$ cat src/verilog/hfa_defines.svh
// constants of the heading filter acquisition block
//
// Overview of operation
// [RULE1] a save copies pending settings into working and persistent copies
// [RULE2] apply updates only the working copy; power-up reloads it from persistent
// [RULE3] reading settings returns the working copy
// [RULE4] saved baud rate acts only after power cycle; default 38400
// [RULE5] sixteen mounting orientations, standard by default
// [RULE6] angles in degrees by default or in mils, 6400 per circle
// [RULE7] magnetic north by default; true north adds the declination
// [RULE8] heading filter used only in compass mode, not in fused attitude mode
// [RULE9] filter length 0, 4, 8, 16 or 32 taps; zero bypasses; default 32
// [RULE10] sliding window: once full, newest sample in, oldest dropped
// [RULE11] flush clears filter; valid after tap count new samples
// [RULE12] continuous mode waits sample delay seconds between sets; 0 means none
// [RULE13] polled mode answers each host request with one set
// [RULE14] gyro initialisation during first five seconds after power-up
`ifndef HFA_DEFINES_SVH
`define HFA_DEFINES_SVH

// ==========================================================
// register offsets
`define HFA_A_CTRL 8'h00
`define HFA_A_PEND_MODE 8'h04
`define HFA_A_PEND_DECL 8'h08
`define HFA_A_PEND_DLY 8'h0C
`define HFA_A_WORK_MODE 8'h10
`define HFA_A_WORK_DECL 8'h14
`define HFA_A_WORK_DLY 8'h18
`define HFA_A_STATUS 8'h1C

// ==========================================================
// control bits
`define HFA_CTRL_SAVE 0
`define HFA_CTRL_APPLY 1
`define HFA_CTRL_POLL 2

// ==========================================================
// reset values
`define HFA_BAUD_38400 4'h5
`define HFA_TAPS_MAX_CODE 3'h4
`define HFA_MODE_RST 16'h1005
`define HFA_CFG_RST {`HFA_MODE_RST, 16'h0000, 16'h0000}

// ==========================================================
// angles in sixteenths of a degree; mils = units * 10 / 9
`define HFA_CIRCLE_UNITS 17'sh01680
`define HFA_MILS_CIRCLE 6400
`define HFA_MILS_NUM 32'sd10
`define HFA_MILS_DEN 32'sd9

// ==========================================================
// timing
`define HFA_CLK_HZ 20000000
`define HFA_SEC_CYC (`HFA_CLK_HZ * 1)
`define HFA_INIT_S 16'h0005

`endif

$ cat src/verilog/hfa_pkg.sv
// types of the heading filter acquisition block
package hfa_pkg;

	typedef struct packed {
		logic fused;
		logic contMode;
		logic flush;
		logic [2:0] taps;
		logic northTrue;
		logic unitsMils;
		logic [3:0] mount;
		logic [3:0] baud;
	} hfa_mode_t;

	typedef struct packed {
		hfa_mode_t mode;
		logic [15:0] decl;
		logic [15:0] delay;
	} hfa_cfg_t;

	typedef struct packed {
		logic [15:0] heading;
		logic [15:0] pitch;
		logic [15:0] roll;
	} hfa_att_t;

	typedef enum logic [2:0] {
		S_INIT = 3'b000,
		S_IDLE = 3'b001,
		S_COLL = 3'b010,
		S_SEND = 3'b011,
		S_WAIT = 3'b100
	} hfa_state_t;

endpackage

$ cat src/verilog/hfa_window_mem.sv
// sample window memory with registered read data
`timescale 1ns/10ps
module hfa_window_mem #(
	parameter int WIDTH = 16,
	parameter int DEPTH = 32
) (
	input wire logic core_clk,
	input wire logic we,
	input wire logic [$clog2(DEPTH)-1:0] waddr,
	input wire logic [WIDTH-1:0] wdata,
	input wire logic [$clog2(DEPTH)-1:0] raddr,
	output logic [WIDTH-1:0] rdata_q
);
	logic [WIDTH-1:0] mem [DEPTH];

	always_ff @(posedge core_clk) begin
		if (we) begin
			mem[waddr] <= wdata;
		end
	end

	always_ff @(posedge core_clk) begin
		rdata_q <= mem[raddr];
	end
endmodule

$ cat src/verilog/hfa_sec_tick.sv
// one-second tick generator with restart
`timescale 1ns/10ps
module hfa_sec_tick #(
	parameter int CYC = 20000000
) (
	input wire logic core_clk,
	input wire logic sys_rst,
	input wire logic restart,
	output logic tick_q
);
	logic [31:0] cnt_q;

	if (CYC < 2) begin : g_chk
		$error("hfa_sec_tick: CYC must be at least 2");
	end

	always_ff @(posedge core_clk) begin
		if (sys_rst || restart) begin
			cnt_q <= 32'h00000000;
			tick_q <= 1'b0;
		end else if (cnt_q == 32'(CYC - 1)) begin
			cnt_q <= 32'h00000000;
			tick_q <= 1'b1;
		end else begin
			cnt_q <= cnt_q + 32'h00000001;
			tick_q <= 1'b0;
		end
	end
endmodule

$ cat src/verilog/hfa_top.sv
// heading filter acquisition: settings store, heading filter, output pacing
//
// The implementer's own choices: the register offsets and the APB slave port.
`timescale 1ns/10ps
`include "hfa_defines.svh"
module hfa_top import hfa_pkg::*; #(
	parameter int SEC_CYC = `HFA_SEC_CYC,
	parameter int DEPTH = 32
) (
	input wire logic core_clk,
	input wire logic sys_rst,
	input wire logic [7:0] paddr,
	input wire logic psel,
	input wire logic penable,
	input wire logic pwrite,
	input wire logic [31:0] pwdata,
	output logic [31:0] prdata,
	output logic pready,
	output logic pslverr,
	input wire logic sampleValid,
	input wire hfa_att_t sampleIn,
	input wire hfa_cfg_t nvData,
	input wire logic nvBlank,
	output logic nvWrEn,
	output hfa_cfg_t nvWrData,
	output logic [3:0] baudSel,
	output logic [3:0] mountSel,
	output logic fusedMode,
	output logic initDone,
	output logic setValid,
	output hfa_att_t setData,
	input wire logic setReady
);
	if (DEPTH < 32 || (DEPTH & (DEPTH - 1)) != 0) begin : g_chk
		$error("hfa_top: DEPTH must be a power of two of at least 32");
	end

	localparam int AW = $clog2(DEPTH);

	// ==========================================================
	// apb slave
	hfa_cfg_t pend_q, work_q;
	hfa_state_t state_q;
	logic bootLoad_q, pollPend_q, filtValid_q;
	logic setup, wrAcc, mapped, saveReq, applyReq, pollReq;
	logic [31:0] rdMux;

	assign setup = psel && !penable;
	assign wrAcc = psel && penable && pwrite && mapped;
	assign saveReq = wrAcc && paddr == `HFA_A_CTRL && pwdata[`HFA_CTRL_SAVE];
	assign applyReq = wrAcc && paddr == `HFA_A_CTRL && pwdata[`HFA_CTRL_APPLY];
	assign pollReq = wrAcc && paddr == `HFA_A_CTRL && pwdata[`HFA_CTRL_POLL];

	always_comb begin
		mapped = 1'b1;
		rdMux = 32'h00000000;
		unique case (paddr)
			`HFA_A_CTRL: rdMux = {29'h0, pollPend_q, 2'h0};
			`HFA_A_PEND_MODE: rdMux = {16'h0, pend_q.mode};
			`HFA_A_PEND_DECL: rdMux = {16'h0, pend_q.decl};
			`HFA_A_PEND_DLY: rdMux = {16'h0, pend_q.delay};
			`HFA_A_WORK_MODE: rdMux = {16'h0, work_q.mode}; // RULE3
			`HFA_A_WORK_DECL: rdMux = {16'h0, work_q.decl}; // RULE3
			`HFA_A_WORK_DLY: rdMux = {16'h0, work_q.delay}; // RULE3
			`HFA_A_STATUS: rdMux = {23'h0, baudSel, state_q, filtValid_q,
				initDone};
			default: mapped = 1'b0;
		endcase
	end

	always_ff @(posedge core_clk) begin
		if (sys_rst) begin
			prdata <= 32'h00000000;
			pslverr <= 1'b0;
			pready <= 1'b0;
		end else begin
			pready <= 1'b1;
			if (setup) begin
				prdata <= pwrite ? 32'h00000000 : rdMux;
				pslverr <= !mapped;
			end
		end
	end

	// ==========================================================
	// pending, working and persistent settings
	always_ff @(posedge core_clk) begin
		if (sys_rst) begin
			pend_q <= `HFA_CFG_RST;
		end else if (bootLoad_q) begin
			pend_q <= nvBlank ? `HFA_CFG_RST : nvData;
		end else if (wrAcc) begin
			unique case (paddr)
				`HFA_A_PEND_MODE: begin
					pend_q.mode <= pwdata[15:0];
					// illegal tap codes leave the length unchanged
					if (pwdata[12:10] > `HFA_TAPS_MAX_CODE) begin // RULE9
						pend_q.mode.taps <= pend_q.mode.taps;
					end
				end
				`HFA_A_PEND_DECL: pend_q.decl <= pwdata[15:0];
				`HFA_A_PEND_DLY: pend_q.delay <= pwdata[15:0];
				default: ;
			endcase
		end
	end

	always_ff @(posedge core_clk) begin
		if (sys_rst) begin
			work_q <= `HFA_CFG_RST;
		end else if (bootLoad_q) begin
			work_q <= nvBlank ? `HFA_CFG_RST : nvData; // RULE2
		end else if (saveReq || applyReq) begin
			work_q <= pend_q; // RULE1 RULE2
		end
	end

	always_ff @(posedge core_clk) begin
		if (sys_rst) begin
			nvWrEn <= 1'b0;
			nvWrData <= `HFA_CFG_RST;
		end else begin
			nvWrEn <= saveReq; // RULE1
			if (saveReq) begin
				nvWrData <= pend_q; // RULE1
			end
		end
	end

	// baud only follows the persistent copy at power-up
	always_ff @(posedge core_clk) begin
		if (sys_rst) begin
			bootLoad_q <= 1'b1;
			baudSel <= `HFA_BAUD_38400; // RULE4
		end else begin
			bootLoad_q <= 1'b0;
			if (bootLoad_q) begin
				baudSel <= nvBlank ? `HFA_BAUD_38400 : nvData.mode.baud; // RULE4
			end
		end
	end

	always_ff @(posedge core_clk) begin
		if (sys_rst) begin
			mountSel <= 4'h0;
			fusedMode <= 1'b0;
		end else begin
			mountSel <= work_q.mode.mount; // RULE5
			fusedMode <= work_q.mode.fused;
		end
	end

	// ==========================================================
	// sliding window heading filter
	logic [5:0] tapsN, cnt_q, cntNext;
	logic [AW-1:0] ptr_q, ptrNext;
	logic [20:0] sum_q, sumNext, avg;
	logic [15:0] memRd;
	hfa_att_t samp_q;
	logic stage1_q, useFir, full, fltClr, resValid;
	logic [15:0] headRaw;

	always_comb begin
		unique case (work_q.mode.taps)
			3'h1: tapsN = 6'h04; // RULE9
			3'h2: tapsN = 6'h08;
			3'h3: tapsN = 6'h10;
			3'h4: tapsN = 6'h20;
			default: tapsN = 6'h00;
		endcase
	end

	assign useFir = !work_q.mode.fused && tapsN != 6'h00; // RULE8
	assign full = cnt_q == tapsN;
	assign sumNext = sum_q + {5'h00, samp_q.heading}
		- (full ? {5'h00, memRd} : 21'h000000); // RULE10
	assign cntNext = full ? cnt_q : cnt_q + 6'h01;
	assign ptrNext = ptr_q == AW'(tapsN - 6'h01) ? '0
		: ptr_q + AW'(1); // RULE10
	assign avg = sumNext >> (work_q.mode.taps + 3'h1);
	assign headRaw = useFir ? avg[15:0] : samp_q.heading; // RULE8
	assign resValid = stage1_q && (!useFir || cntNext == tapsN); // RULE11

	hfa_window_mem #(.WIDTH(16), .DEPTH(DEPTH)) u_mem (
		.core_clk(core_clk),
		.we(stage1_q && useFir && !fltClr),
		.waddr(ptr_q),
		.wdata(samp_q.heading),
		// read ahead so back to back samples see the oldest entry
		.raddr(stage1_q ? ptrNext : ptr_q),
		.rdata_q(memRd)
	);

	always_ff @(posedge core_clk) begin
		if (sys_rst) begin
			stage1_q <= 1'b0;
			samp_q <= '0;
		end else begin
			stage1_q <= sampleValid;
			if (sampleValid) begin
				samp_q <= sampleIn;
			end
		end
	end

	always_ff @(posedge core_clk) begin
		if (sys_rst || fltClr || !useFir) begin
			cnt_q <= 6'h00; // RULE11
			sum_q <= 21'h000000;
			ptr_q <= '0;
			filtValid_q <= 1'b0;
		end else if (stage1_q) begin
			cnt_q <= cntNext;
			sum_q <= sumNext;
			filtValid_q <= cntNext == tapsN;
			ptr_q <= ptrNext; // RULE10
		end
	end

	// ==========================================================
	// unit and reference conversion
	function automatic logic [15:0] toMils(input logic [15:0] v);
		logic signed [31:0] w;
		w = 32'(signed'(v)) * `HFA_MILS_NUM / `HFA_MILS_DEN;
		return w[15:0];
	endfunction

	logic signed [16:0] headRef;
	hfa_att_t conv;

	always_comb begin
		headRef = signed'({1'b0, headRaw});
		if (work_q.mode.northTrue) begin
			headRef = headRef + 17'(signed'(work_q.decl)); // RULE7
			if (headRef < 17'sh00000) begin
				headRef = headRef + `HFA_CIRCLE_UNITS;
			end else if (headRef >= `HFA_CIRCLE_UNITS) begin
				headRef = headRef - `HFA_CIRCLE_UNITS;
			end
		end
		conv.heading = headRef[15:0];
		conv.pitch = samp_q.pitch;
		conv.roll = samp_q.roll;
		if (work_q.mode.unitsMils) begin
			conv.heading = toMils(headRef[15:0]); // RULE6
			conv.pitch = toMils(samp_q.pitch); // RULE6
			conv.roll = toMils(samp_q.roll); // RULE6
		end
	end

	// ==========================================================
	// acquisition sequencer
	logic secTick, tickRst, trigger;
	logic [15:0] secCnt_q;

	assign trigger = work_q.mode.contMode || pollPend_q; // RULE13
	assign fltClr = bootLoad_q || saveReq || applyReq
		|| (state_q == S_IDLE && trigger && work_q.mode.flush); // RULE11
	assign tickRst = state_q == S_SEND && setReady;

	hfa_sec_tick #(.CYC(SEC_CYC)) u_tick (
		.core_clk(core_clk),
		.sys_rst(sys_rst),
		.restart(tickRst),
		.tick_q(secTick)
	);

	always_ff @(posedge core_clk) begin
		if (sys_rst || tickRst) begin
			secCnt_q <= 16'h0000;
		end else if (secTick && secCnt_q != 16'hFFFF) begin
			secCnt_q <= secCnt_q + 16'h0001;
		end
	end

	// a request arriving as the last one is taken stays pending
	always_ff @(posedge core_clk) begin
		if (sys_rst) begin
			pollPend_q <= 1'b0;
		end else if (pollReq && !work_q.mode.contMode) begin
			pollPend_q <= 1'b1; // RULE13
		end else if (state_q == S_IDLE || work_q.mode.contMode) begin
			pollPend_q <= 1'b0;
		end
	end

	always_ff @(posedge core_clk) begin
		if (sys_rst) begin
			state_q <= S_INIT;
			initDone <= 1'b0;
			setValid <= 1'b0;
			setData <= '0;
		end else begin
			unique case (state_q)
				S_INIT: begin
					if (secCnt_q == `HFA_INIT_S) begin // RULE14
						initDone <= 1'b1;
						state_q <= S_IDLE;
					end
				end
				S_IDLE: begin
					if (trigger) begin
						state_q <= S_COLL;
					end
				end
				S_COLL: begin
					if (resValid) begin
						setData <= conv;
						setValid <= 1'b1;
						state_q <= S_SEND;
					end
				end
				S_SEND: begin
					if (setReady) begin
						setValid <= 1'b0;
						state_q <= work_q.mode.contMode ? S_WAIT : S_IDLE; // RULE12
					end
				end
				S_WAIT: begin
					if (secCnt_q >= work_q.delay) begin // RULE12
						state_q <= S_IDLE;
					end
				end
				default: state_q <= S_IDLE;
			endcase
		end
	end
endmodule

$ cat config.mk
export PLATFORM = sky130hd
export DESIGN_NAME = hfa_top
export DESIGN_NICKNAME = d
export VERILOG_FILES = /design/src/verilog/hfa_pkg.sv /design/src/verilog/hfa_window_mem.sv /design/src/verilog/hfa_sec_tick.sv /design/src/verilog/hfa_top.sv
export VERILOG_INCLUDE_DIRS = /design/src /design/src/verilog
export SDC_FILE = /design/constraint.sdc
export NUM_CORES = 2
export LEC_CHECK = 0
export BUFFER_PORTS_ARGS = -buffer_cell sky130_fd_sc_hd__buf_4
export CORE_MARGIN = 2
export CORE_UTILIZATION = 35
export DETAILED_ROUTE_END_ITERATION = 12
export HOLD_SLACK_MARGIN = 0.05
export PLACE_DENSITY = 0.5
export SYNTH_ARGS = -nofsm -noshare
export SYNTH_HDL_FRONTEND = slang
export SYNTH_HIERARCHICAL = 1
export SYNTH_SLANG_ARGS = --single-unit
$ cat constraint.sdc
create_clock -name core_clk -period 26 [get_ports core_clk]
set_clock_uncertainty 0.15 [all_clocks]
set_input_delay 5.2 -clock core_clk [delete_from_list [all_inputs] [get_ports core_clk]]
set_output_delay 5.2 -clock core_clk [all_outputs]
set_load 0.005 [all_outputs]
==> impl_metrics.csv <==
group,metric,value,unit
drt,ant_nets,0,
drt,drt-total-wl,249000,um
critical_path,ff2ff_setup_slack,1040,ps
global_routing,antenna_found_initial,11,
synth,ys.flop_type,"edfxtp_1",
floorplan,core.rowCount,162,
critical_path,crit_top_cell,"buf_4",
critical_path,crit_path_start_kind,"flop",
place,pre_cts_ws,22.8,ps
sta,finalCritPeriodShare,0.960,
layout,nets,8988,
clock_network,cts_buffers,101,
critical_path,path_class,"flop to flop",
layout,fill_cells,19300,
drt,drc,0,
synth,syn-instance-count,7867,
floorplan,initial_core_util,0.351,
layout,fin_cells,11300,
clock_network,clk_pin_slew,60,ps
critical_path,cp_num_buf_inv,26,
sta,worst_pin_slew,1180,ps
critical_path,cp.required,26440,ps
place,gp_congestion,0.902,
floorplan,io-pin-count,286,
layout,seq_area,0.0229,mm^2
synth,synth.area.top_cells,"edfxtp_1, dfxtp_1, mux2i_1",
drt,avgRoutedWirePerCell,22.0,um
floorplan,die_h,445,um
layout,multi_input_area,0.0437,mm^2
synth,avgSynthCellArea,8.67,um^2
drt,routed_via_density,5.80,
layout,drive_above_1_share,0.201,
floorplan,die-area,0.198,mm^2
sta,slew_headroom,0.194,
place,place_inst,11000,
clock_network,htree_levels,3,
run_status,status,"completed",
synth,synthTopCellsByCount,"nor2_1, nand2_1, a21oi_1",
synth,synth-edff-count,512,
synth,synth_async_sr_flop_share,0,
synth,synth_area,0.0682,mm^2
global_routing,grt_pass1_vias,61700,
floorplan,die_w,445,um
sta,clock.fmax,0.0401,GHz
sta,setup_viol,0,
hold_path,min_path_type,"flop to flop",
drt,drtIter0Drc,5300,
global_routing,overflow,0,
critical_path,critPathCaptureType,"flop",
sta,slew_violations,0,
global_routing,grt_usage,0.239,
synth,synth_warnings,6,
clock_network,cts.sinks,886,
drt,vias,65400,
clock_network,cts.path.max_buffers,3,
synth,ys_seq_area_frac,0.335,
critical_path,arrival,25400,ps
synth,ys_types,157,
sta,setup_tns,0,ps
clock_network,insertion_delay,780,ps
critical_path,path_max_fanout,8,
sta,layout_min_cycle_time,24960,ps
clock_network,cts-root-buf,"clkbuf_16",
critical_path,max_stage_delay,570,ps
synth,synth.largest_area_cell,"edfxtp_1",
sta,fin_ws,1040,ps
drt,dr.pass1.iters,5,
place,hpwl,184000,um
floorplan,core,0.194,mm^2
flow_run,maxCapViolCount,0,
global_routing,grt_pass1_wl,376000,um
synth,synth.most_common_cell,"nor2_1",
global_routing,grt_max_degree,112,
place,numPortBuffers,253,
critical_path,critical_path.slowest_cell,"or4_4",
sta,finalHoldViolations,0,
synth,synth_top_area_share,0.225,
critical_path,cpLargestDelayFamily,"compound AO/OA/AOI/OAI gates",
clock_network,cts_tree,"done",
synth,ys_seq_elements,886,
layout,area.growth.synth_to_final,20.7,%
==> tightest hold or removal path: stages (launching register included) <==
cell and delay [ps]:
dfxtp_1 310, nand2_1 50, a21oi_1 50
==> cell type report <==
cell class,count,area share
Tap cell,2542,0.0386
Timing Repair Buffer,1105,0.102
Sequential cell,886,0.278
Antenna cell,3,0.0000912
Multi-Input combinational cell,6353,0.531
Clock buffer,137,0.0335
Clock inverter,52,0.00808
Inverter,209,0.00953
==> placed cells by master (no fill, tap or decap), drive strengths merged, types with 67 or more instances in the layout <==
cell type | netlist | routed
a211oi | 208 | 208
a21o | 81 | 81
a21oi | 587 | 587
a22oi | 137 | 137
a31oi | 94 | 94
and2 | 112 | 112
and3 | 104 | 104
buf | 173 | 1104
clkbuf | 260 | 138
dfxtp | 374 | 374
edfxtp | 512 | 512
ha | 168 | 168
inv | 207 | 217
mux2i | 448 | 448
nand2 | 685 | 685
nand3 | 235 | 235
nand4 | 119 | 119
nor2 | 768 | 768
nor2b | 72 | 72
nor3 | 251 | 251
nor4 | 73 | 73
o211ai | 90 | 90
o21a | 77 | 77
o21ai | 423 | 423
o31ai | 67 | 67
or3 | 90 | 90
xnor2 | 301 | 301
xor2 | 140 | 140
==> timing repair <==
action                     4_1_cts  5_1_grt
hold endpoints to repair         0        0
cloned                           0        1
pin swaps                        1       83
hold buffers                     0        0
buffers inserted                 1       44
setup endpoints to repair        6       16
gates resized for setup          6      254
==> path summary, 6_finish.rpt <==
kind	endpoint	startpoint	depth (start not counted)
worst max-delay path	setData[46]$_SDFFE_PP0P_	work_q[43]$_SDFFE_PP0P_	123
worst min-delay path	nvWrData[13]$_SDFFE_PP0P_	nvWrData[13]$_SDFFE_PP0P_	2
worst max register to register	setData[46]$_SDFFE_PP0P_	work_q[43]$_SDFFE_PP0P_	123
worst min register to register	nvWrData[13]$_SDFFE_PP0P_	nvWrData[13]$_SDFFE_PP0P_	2
==> flip-flops by register name (all words and copies together) (netlist names), 5 cells and up <==
register,count
cnt_q,6
nvWrData,48
pend_q,48
prdata,16
ptr_q,5
samp_q,48
secCnt_q,16
setData,48
sum_q,21
u_mem/mem,512
u_mem/rdata_q,16
u_tick/cnt_q,32
work_q,48
==> logic make-up after synthesis <==
family,after synthesis,synth area share
and+or+nand+nor,2803,0.204
xor gates and xnor gates,444,0.0583
muxes,486,0.0722
buffers and inverters,643,0.0436
AOI/OAI and AO/OA,2414,0.249
adders and majority gates,190,0.0370
other,1,0.0000550
DFF,886,0.335
==> per-stage QoR <==
stage | instance area (um^2) | util | hold WS [ps]
2_1_floorplan | 68300 | - | 280
3_3_place_gp | 77400 | 0.398 | 292
3_5_place_dp | 77400 | 0.398 | 295
4_1_cts | 80800 | 0.416 | 304
5_1_grt | 82300 | 0.424 | 319
6_report | 82300 | 0.424 | 305
==> layer usage <==
layer	up-vias	wire [um]	global-route usage
li1	31400	-	-
met1	31800	115000	0.333
met2	1913	114000	0.392
met3	272	13000	0.0283
met4	6	6290	0.0618
met5	-	37	0
Power is not shown: default switching activity piles up to over one toggle a cycle in this logic, so the estimate is an artifact.
